<file path="src/pkg/usa_params.svh">
// Address map, bit positions and reset values of the status and auto-baud block.
`ifndef USA_PARAMS_SVH
`define USA_PARAMS_SVH

// ------------------------------------------------------------
// Register addresses
// ------------------------------------------------------------
`define USA_ADDR_LSR 32'he000c014
`define USA_ADDR_SCR 32'he000c01c
`define USA_ADDR_ACR 32'he000c020

// ------------------------------------------------------------
// Line status bit positions
// ------------------------------------------------------------
`define USA_LSR_LOW_MSB 4
`define USA_LSR_HOLDING_EMPTY_FLAG 5
`define USA_LSR_TRANSMITTER_IDLE_FLAG 6
`define USA_LSR_RX_FIFO_ERROR_FLAG 7

// ------------------------------------------------------------
// Auto-baud control bit positions
// ------------------------------------------------------------
`define USA_ACR_START 0
`define USA_ACR_MODE 1
`define USA_ACR_REARM 2
`define USA_ACR_DONE_CLR 8
`define USA_ACR_TO_CLR 9

// ------------------------------------------------------------
// Reset values and widths
// ------------------------------------------------------------
`define USA_SCR_RST 8'h00
`define USA_HOLDING_EMPTY_FLAG_RST 1'b1
`define USA_TRANSMITTER_IDLE_FLAG_RST 1'b1
`define USA_RX_FIFO_ERROR_FLAG_RST 1'b0
`define USA_RX_IDLE 1'b1
`define USA_CNT_W 16

`endif

</file>
<file path="src/pkg/usa_pkg.sv">
// Types shared by the status and auto-baud block.
package usa_pkg;

   // Auto-baud measurement sequencer states.
   typedef enum logic [1:0] {
      USA_IDLE,
      USA_WAIT_FALL,
      USA_COUNT,
      USA_DONE
   } usa_ab_state_t;

   // Upper line status flags.
   typedef struct packed {
      logic holding_empty;
      logic tx_idle;
      logic rx_err;
   } usa_flags_t;

   // Register side state of the top module.
   typedef struct packed {
      logic [7:0] scratch;
      logic mode;
      logic rearm;
      logic start_req;
      logic stop_req;
      logic done_pend;
      logic to_pend;
      logic [31:0] rdata;
   } usa_ctrl_t;

endpackage

</file>
<file path="src/pkg/usa_ab_if.sv">
// Control and event signals between the register side and the rate counter.
`timescale 1ns/1ps
interface usa_ab_if;
   logic start_req;
   logic stop_req;
   logic mode;
   logic rearm;
   logic busy;
   logic done;
   logic timeout;

   modport ctrl (output start_req, output stop_req, output mode, output rearm,
      input busy, input done, input timeout);
   modport meas (input start_req, input stop_req, input mode, input rearm,
      output busy, output done, output timeout);
endinterface

</file>
<file path="src/rtl/usa_autobaud.sv">
// Auto-baud rate measurement counter and its sequencer.
`timescale 1ns/1ps
`include "usa_params.svh"
module usa_autobaud import usa_pkg::*; #(
   parameter int CNT_W = `USA_CNT_W
) (
   input wire logic clk,
   input wire logic reset_n,
   input wire logic ce,
   input wire logic rx_line,
   usa_ab_if.meas ab,
   output logic divisor_load,
   output logic [CNT_W-1:0] divisor_value
);

   typedef struct packed {
      usa_ab_state_t state;
      logic rx_q;
      logic [CNT_W-1:0] cnt;
      logic load;
      logic [CNT_W-1:0] div;
      logic done;
      logic timeout;
   } usa_ab_q_t;

   usa_ab_q_t q;
   usa_ab_q_t next_q;
   logic fall;
   logic rise;
   logic stop_edge;

   // Edges of the receive line against its value one clock earlier.
   assign fall = q.rx_q & ~rx_line;
   assign rise = ~q.rx_q & rx_line;
   assign stop_edge = ab.mode ? rise : fall;

   // ------------------------------------------------------------
   // Sequencer
   // ------------------------------------------------------------
   // A full counter is the time-out; the count never wraps to a wrong rate.
   always_comb begin
      next_q = q;
      next_q.rx_q = rx_line;
      next_q.load = 1'b0;
      next_q.done = 1'b0;
      next_q.timeout = 1'b0;
      case (q.state)
         USA_IDLE: begin
            if (ab.start_req) begin
               next_q.cnt = '0;
               next_q.state = USA_WAIT_FALL;
            end
         end
         USA_WAIT_FALL: begin
            if (fall) begin
               next_q.cnt = '0;
               next_q.state = USA_COUNT;
            end
         end
         USA_COUNT: begin
            if (stop_edge) begin
               next_q.div = q.cnt;
               next_q.load = 1'b1;
               next_q.state = USA_DONE;
            end else if (&q.cnt) begin
               next_q.timeout = 1'b1;
               next_q.state = ab.rearm ? USA_WAIT_FALL : USA_IDLE;
            end else begin
               next_q.cnt = q.cnt + 1'b1;
            end
         end
         USA_DONE: begin
            next_q.done = 1'b1;
            next_q.state = USA_IDLE;
         end
         default: begin
            next_q.state = USA_IDLE;
         end
      endcase
      if (ab.stop_req && q.state != USA_IDLE) begin
         next_q.state = USA_IDLE;
         next_q.load = 1'b0;
      end
   end

   // State register; a low clock enable freezes it.
   always_ff @(posedge clk or negedge reset_n) begin
      if (!reset_n) begin
         q <= '{state: USA_IDLE, rx_q: `USA_RX_IDLE, default: '0};
      end else if (ce) begin
         q <= next_q;
      end
   end

   assign ab.busy = (q.state != USA_IDLE);
   assign ab.done = q.done;
   assign ab.timeout = q.timeout;
   assign divisor_load = q.load;
   assign divisor_value = q.div;
endmodule // usa_autobaud

</file>
<file path="src/rtl/usa_line_flags.sv">
// Holding-empty, transmitter-idle and receive-error flags of the line status.
`timescale 1ns/1ps
`include "usa_params.svh"
module usa_line_flags import usa_pkg::*; (
   input wire logic clk,
   input wire logic reset_n,
   input wire logic ce,
   input wire logic thr_write,
   input wire logic thr_drained,
   input wire logic tsr_busy,
   input wire logic rx_err_load,
   input wire logic rx_err_pending,
   input wire logic fifo_en,
   input wire logic lsr_read,
   output logic holding_empty_flag,
   output logic transmitter_idle_flag,
   output logic rx_fifo_error_flag
);

   usa_flags_t q;
   usa_flags_t next_q;

   // ------------------------------------------------------------
   // Next state
   // ------------------------------------------------------------
   // Set terms win over write and read clears, but a disabled fifo clears the error flag even on an error load.
   always_comb begin
      next_q = q;
      if (thr_drained) begin
         next_q.holding_empty = 1'b1;
      end else if (thr_write) begin
         next_q.holding_empty = 1'b0;
      end
      next_q.tx_idle = next_q.holding_empty & ~tsr_busy;
      if (!fifo_en) begin
         next_q.rx_err = 1'b0;
      end else if (rx_err_load) begin
         next_q.rx_err = 1'b1;
      end else if (lsr_read && !rx_err_pending) begin
         next_q.rx_err = 1'b0;
      end
   end

   // State register; a low clock enable freezes it.
   always_ff @(posedge clk or negedge reset_n) begin
      if (!reset_n) begin
         q <= '{holding_empty: `USA_HOLDING_EMPTY_FLAG_RST, tx_idle: `USA_TRANSMITTER_IDLE_FLAG_RST, rx_err: `USA_RX_FIFO_ERROR_FLAG_RST};
      end else if (ce) begin
         q <= next_q;
      end
   end

   assign holding_empty_flag = q.holding_empty;
   assign transmitter_idle_flag = q.tx_idle;
   assign rx_fifo_error_flag = q.rx_err;
endmodule // usa_line_flags

</file>
<file path="src/rtl/usa_status_autobaud.sv">
// Line status upper flags, scratch byte and auto-baud control register.
`timescale 1ns/1ps
`include "usa_params.svh"

module usa_status_autobaud import usa_pkg::*; #(
   parameter int CNT_W = `USA_CNT_W
) (
   input wire logic clk,
   input wire logic reset_n,
   input wire logic ce,
   input wire logic [31:0] reg_addr,
   input wire logic reg_wr,
   input wire logic reg_rd,
   input wire logic [31:0] reg_wdata,
   output logic [31:0] reg_rdata,
   input wire logic [4:0] lsr_low_bits,
   input wire logic thr_write,
   input wire logic thr_drained,
   input wire logic tsr_busy,
   input wire logic rx_err_load,
   input wire logic rx_err_pending,
   input wire logic fifo_en,
   input wire logic rx_line,
   input wire logic done_irq_en,
   input wire logic timeout_irq_en,
   output logic holding_empty_flag,
   output logic transmitter_idle_flag,
   output logic rx_fifo_error_flag,
   output logic divisor_load,
   output logic [CNT_W-1:0] divisor_value,
   output logic baud_done_irq,
   output logic baud_timeout_irq
);

   // ------------------------------------------------------------
   // Declarations
   // ------------------------------------------------------------
   usa_ctrl_t q;
   usa_ctrl_t next_q;
   usa_ab_if ab ();
   logic sel_lsr;
   logic sel_scr;
   logic sel_acr;
   logic wr_scr;
   logic wr_acr;
   logic lsr_read;
   logic [7:0] line_status_reg;
   logic [31:0] acr_view;

   // Address decode of the three registers of this block.
   assign sel_lsr = (reg_addr == `USA_ADDR_LSR);
   assign sel_scr = (reg_addr == `USA_ADDR_SCR);
   assign sel_acr = (reg_addr == `USA_ADDR_ACR);
   assign wr_scr = reg_wr & sel_scr;
   assign wr_acr = reg_wr & sel_acr;

   // A status read is what clears the receive error flag, so it is decoded
   // here and handed to the flag logic in the same cycle.
   assign lsr_read = reg_rd & sel_lsr & ce;

   // ------------------------------------------------------------
   // Line status flags
   // ------------------------------------------------------------
   usa_line_flags u_flags (
      .clk(clk),
      .reset_n(reset_n),
      .ce(ce),
      .thr_write(thr_write),
      .thr_drained(thr_drained),
      .tsr_busy(tsr_busy),
      .rx_err_load(rx_err_load),
      .rx_err_pending(rx_err_pending),
      .fifo_en(fifo_en),
      .lsr_read(lsr_read),
      .holding_empty_flag(holding_empty_flag),
      .transmitter_idle_flag(transmitter_idle_flag),
      .rx_fifo_error_flag(rx_fifo_error_flag)
   );

   // ------------------------------------------------------------
   // Rate measurement
   // ------------------------------------------------------------
   usa_autobaud #(.CNT_W(CNT_W)) u_autobaud (
      .clk(clk),
      .reset_n(reset_n),
      .ce(ce),
      .rx_line(rx_line),
      .ab(ab.meas),
      .divisor_load(divisor_load),
      .divisor_value(divisor_value)
   );

   // Control bits travel to the counter straight from their flops.
   assign ab.start_req = q.start_req;
   assign ab.stop_req = q.stop_req;
   assign ab.mode = q.mode;
   assign ab.rearm = q.rearm;

   // ------------------------------------------------------------
   // Read views
   // ------------------------------------------------------------
   // The low five status bits belong to the receive path and pass through.
   always_comb begin
      line_status_reg = 8'h00;
      line_status_reg[`USA_LSR_LOW_MSB:0] = lsr_low_bits;
      line_status_reg[`USA_LSR_HOLDING_EMPTY_FLAG] = holding_empty_flag;
      line_status_reg[`USA_LSR_TRANSMITTER_IDLE_FLAG] = transmitter_idle_flag;
      line_status_reg[`USA_LSR_RX_FIFO_ERROR_FLAG] = rx_fifo_error_flag;
   end

   // Start reads as running from the write onward, so software never sees
   // a false finish in the cycle before the counter picks up the request.
   // Reserved and write-only bits read as zero.
   always_comb begin
      acr_view = 32'h0000_0000;
      acr_view[`USA_ACR_START] = ab.busy | q.start_req;
      acr_view[`USA_ACR_MODE] = q.mode;
      acr_view[`USA_ACR_REARM] = q.rearm;
   end

   // ------------------------------------------------------------
   // Register next state
   // ------------------------------------------------------------
   always_comb begin
      next_q = q;
      next_q.start_req = 1'b0;
      next_q.stop_req = 1'b0;

      // Scratch byte: plain storage with no side effect at all.
      if (wr_scr) begin
         next_q.scratch = reg_wdata[7:0];
      end

      // Auto-baud control: a one on start begins a run if none is going,
      // a zero on start while running stops it.
      if (wr_acr) begin
         next_q.mode = reg_wdata[`USA_ACR_MODE];
         next_q.rearm = reg_wdata[`USA_ACR_REARM];
         next_q.start_req = reg_wdata[`USA_ACR_START] & ~ab.busy;
         next_q.stop_req = ~reg_wdata[`USA_ACR_START] & ab.busy;
      end

      // Pending auto-baud interrupts: a new event wins over a clear
      // written in the same cycle, so no event is dropped.
      if (wr_acr && reg_wdata[`USA_ACR_DONE_CLR]) begin
         next_q.done_pend = 1'b0;
      end
      if (ab.done && done_irq_en) begin
         next_q.done_pend = 1'b1;
      end
      if (wr_acr && reg_wdata[`USA_ACR_TO_CLR]) begin
         next_q.to_pend = 1'b0;
      end
      if (ab.timeout && timeout_irq_en) begin
         next_q.to_pend = 1'b1;
      end

      // Read data is registered; unmapped addresses answer zero.
      if (reg_rd) begin
         if (sel_lsr) begin
            next_q.rdata = {24'h00_0000, line_status_reg};
         end else if (sel_scr) begin
            next_q.rdata = {24'h00_0000, q.scratch};
         end else if (sel_acr) begin
            next_q.rdata = acr_view;
         end else begin
            next_q.rdata = 32'h0000_0000;
         end
      end
   end

   // State register; a low clock enable freezes every field.
   always_ff @(posedge clk or negedge reset_n) begin
      if (!reset_n) begin
         q <= '{scratch: `USA_SCR_RST, default: '0};
      end else if (ce) begin
         q <= next_q;
      end
   end

   // ------------------------------------------------------------
   // Outputs
   // ------------------------------------------------------------
   assign reg_rdata = q.rdata;
   assign baud_done_irq = q.done_pend;
   assign baud_timeout_irq = q.to_pend;
endmodule // usa_status_autobaud

</file>
<file path="config.mk">
export PLATFORM = sky130hd
export DESIGN_NAME = usa_status_autobaud
export DESIGN_NICKNAME = d
export VERILOG_FILES = /design/src/pkg/usa_pkg.sv /design/src/pkg/usa_ab_if.sv /design/src/rtl/usa_autobaud.sv /design/src/rtl/usa_line_flags.sv /design/src/rtl/usa_status_autobaud.sv
export VERILOG_INCLUDE_DIRS = /design/src /design/src/pkg
export SDC_FILE = /design/constraint.sdc
export NUM_CORES = 1
export LEC_CHECK = 0
export ABC_AREA = 0
export BUFFER_PORTS_ARGS = -buffer_cell sky130_fd_sc_hd__buf_2
export CORE_UTILIZATION = 49
export CTS_BUF_LIST = sky130_fd_sc_hd__clkbuf_16
export DETAILED_ROUTE_END_ITERATION = 10
export PLACE_DENSITY_LB_ADDON = 0.15
export SYNTH_ARGS = -nofsm -noshare
export SYNTH_HDL_FRONTEND = slang
export SYNTH_HIERARCHICAL = 1
export SYNTH_SLANG_ARGS = --single-unit
export TNS_END_PERCENT = 1
</file>
<file path="constraint.sdc">
create_clock -name clk -period 2 [get_ports clk]
set_input_delay 0.1 -clock clk [delete_from_list [all_inputs] [get_ports clk]]
set_output_delay 0.1 -clock clk [all_outputs]
set_load 0.05 [all_outputs]
</file>
==> flow_metrics.env <==
export IMPL_outcome="complete, no violations"
export IMPL_dp_hpwl_mm=5.42
export IMPL_fin_skew_ns=0.00573
export IMPL_maxSlewViolCount=0
export IMPL_async_reset_ff_share_pct=100
export IMPL_min_period_over_period_pct=94.1
export IMPL_wl_met1_mm=3.51
export IMPL_critical_path_slowest_cell="dfrtp_1"
export IMPL_synth_area_leaders="dfrtp_1 (42%), buf_4 (10%), mux2_2 (8.2%), o21ai_0 (3.1%), dfstp_2 (2.2%)"
export IMPL_ant_nets=0
export IMPL_critPathKind="flop to flop"
export IMPL_num_rows=30
export IMPL_dr_total_vias=2832
export IMPL_wl_met2_mm=3.68
export IMPL_grt_overflow=0
export IMPL_cts_sinks=63
export IMPL_syn_inst=350
export IMPL_synth_seq_area_share_pct=44.4
export IMPL_required_ns=2.20
export IMPL_utilization_pct=61.7
export IMPL_drt_initial_drc_count=138
export IMPL_leakagePower_nw=2.11
export IMPL_setup_slack_ns=0.119
export IMPL_path_cells="ha_2 -> nand3_1 -> or2_2 -> or2_1 -> a41oi_1 -> a31oi_1"
export IMPL_synth_largest_area_cell="dfrtp_1"
export IMPL_via_per_inst=5.37
export IMPL_worst_hold_slack_ns=0.00732
export IMPL_grt_max_degree=64
export IMPL_fp_dieH_um=87.2
export IMPL_start_util_pct=51.5
export IMPL_clockRootBuffer="clkbuf_16"
export IMPL_io_pins=137
export IMPL_synth_edf_count=0
export IMPL_crit_fanout=5
export IMPL_drcViolationCount=0
export IMPL_synth_cell_types=58
export IMPL_syn_area_per_cell_um2=10.2
export IMPL_dieArea_mm2=0.00760
export IMPL_die_w_um=87.2
export IMPL_num_fill_cells=619
export IMPL_pre_cts_ws_ns=0.112
export IMPL_drive_above_1_share_pct=37.1
export IMPL_post_route_min_period_ns=1.88
export IMPL_grt_use_total_pct=22.1
export IMPL_synthesis_area_mm2=0.00356
export IMPL_clkLatencyLatePin_ns=0.33
export IMPL_cts_buffers_inserted=9
export IMPL_crit_path_end_kind="flop"
export IMPL_setup_viol=0
export IMPL_critPathMaxStageDelay_ns=0.40
export IMPL_cts_tree="done"
export IMPL_grt_pass1_vias=2620
export IMPL_drtPass1Iterations=4
export IMPL_synth_flop_cell="dfrtp_1"
export IMPL_yosys_warnings=6
export IMPL_final_cell_mix="buf_2 (90), dfrtp_1 (60), mux2_2 (26)"
export IMPL_hold_viol_final=0
export IMPL_max_cap_violations=0
export IMPL_wl_per_cell_um=14.5
export IMPL_gp_congestion=0.870
export IMPL_pwr_density_cell_mw_per_mm2=975
export IMPL_clk_path_buf_depth=2
export IMPL_ir_drop_uv=618
export IMPL_htreeDepth=3
export IMPL_portBuffers=90
export IMPL_synth_seq_cells=63
export IMPL_post_cts_buffers=0
export IMPL_area_growth_pct=19.8
export IMPL_wl_met3_um=402
export IMPL_core_area_mm2=0.00691
export IMPL_final_nets=510
export IMPL_grt_pass1_wl_mm=12.6
export IMPL_n_antenna_cell=0
export IMPL_clk_pin_slew_worst_paths_ns=0.05
export IMPL_hold_path_class="input port to flop"
export IMPL_crit_buf_inv=0
export IMPL_critPathLaunchType="flop"
export IMPL_routed_wirelength_mm=7.67
export IMPL_arrival_ns=2.08
export IMPL_antenna_found_initial=0
export IMPL_cpLargestDelayFamily="simple AND/OR/NAND/NOR gates"
export IMPL_synth_top_area_share_pct=42.2
export IMPL_max_freq_mhz=532
export IMPL_top_layer_used="met4"
export IMPL_layout_commonest_cell="buf_2"
-- final cells by class --
type,count,area [µm²],area share [%]
Clock buffer,9,225,5.28
Timing Repair Buffer,104,573,13.4
Sequential cell,63,1580,37.1
Clock inverter,7,113,2.64
Tap cell,96,120,2.82
Multi-Input combinational cell,232,1590,37.3
Inverter,16,60.1,1.41
-- cells in the mapped netlist (2+ instances only) --
cell       n
nor3_1     2
buf_2      6
nand2b_1   3
nand2_1   21
o21a_1     2
a221oi_1   2
o21ai_1    2
nand3_1   13
mux2_2    26
or2_2      3
nor2_1    13
dfstp_2    3
nor4_1     4
o21ai_0   22
nor4b_1    3
and2_1     2
a22o_1     5
buf_4     48
dfrtp_1   60
nand4_1    7
a22oi_1    5
a21oi_1   14
nand4_2    2
nor4bb_1   2
a31oi_1    6
clkbuf_1   6
a41oi_1    5
o31ai_1   10
and3_1     4
o41ai_1    3
a32o_1     2
inv_1     16
o22ai_1    2
nor2b_1    2
-- cell families (layout without fill, tap and decap cells) --
group | Yosys count | count (layout) | synth area share [%]
multiplexers | 27 | 27 | 8.55
buffers and inverters | 78 | 136 | 13.8
AO/OA/AOI/OAI | 86 | 86 | 16.6
AND/OR/NAND/NOR | 94 | 94 | 16.3
adder cells (fa/ha/maj) | 1 | 1 | 0.352
other | 1 | 24 | 0.105
flip-flops | 63 | 63 | 44.4
-- what timing repair did --
item                                    4_1_cts  5_1_grt
endpoints found under the setup margin        0        6
endpoints found under the hold margin        60        1
hold buffers                                  1        1
resized for setup                             0        3
-- flip-flops by register name, summed over array words and instances (netlist names) --
signal,count
baud_done_irq,1
ab.start_req,1
baud_timeout_irq,1
u_flags/transmitter_idle_flag,1
q,8
u_autobaud/divisor_value,16
u_autobaud/ab.timeout,1
u_flags/holding_empty_flag,1
ab.mode,1
ab.rearm,1
ab.stop_req,1
reg_rdata,8
u_autobaud/ab.done,1
u_autobaud/divisor_load,1
u_autobaud/q,19
u_flags/rx_fifo_error_flag,1
-- per-layer routing --
metal  GRT usage, %  vias up
li1               -     1375
met1           29.9     1364
met2           34.6       85
met3           5.02        8
met4           8.20        0
met5              0        -
-- worst paths after layout --
path                       slack, ns                to        startpoint  cells past startpoint
max                             0.12  u_autobaud/q[25]  u_autobaud/q[20]                      6
min                            0.007             q[41]      reg_wdata[3]                      2
max reg2reg                     0.12  u_autobaud/q[25]  u_autobaud/q[20]                      6
min reg2reg                     0.47      reg_rdata[6]      reg_rdata[6]                      2
max in group asynchronous       1.36  u_autobaud/q[35]           reset_n                      3
min in group asynchronous       0.32      reg_rdata[5]           reset_n                      3
-- stage by stage --
step | TNS (ns) | cell area, µm² | cells | power, mW
floorplan | 0 | 3640 | 373 | 2.21
global placement | 0 | 3890 | 509 | 2.38
detailed placement | 0 | 3890 | 509 | 2.40
CTS | 0 | 4240 | 526 | 4.16
global route | -0.00634 | 4260 | 527 | 4.36
finish | 0 | 4260 | 527 | 4.16
-- power breakdown --
part           internal, mW  switching (mW)
combinational         0.306           0.629
sequential             1.37          0.0970
clock                  1.21           0.544
total                  2.89            1.27
Note: power is estimated with default switching activity, not from simulation.
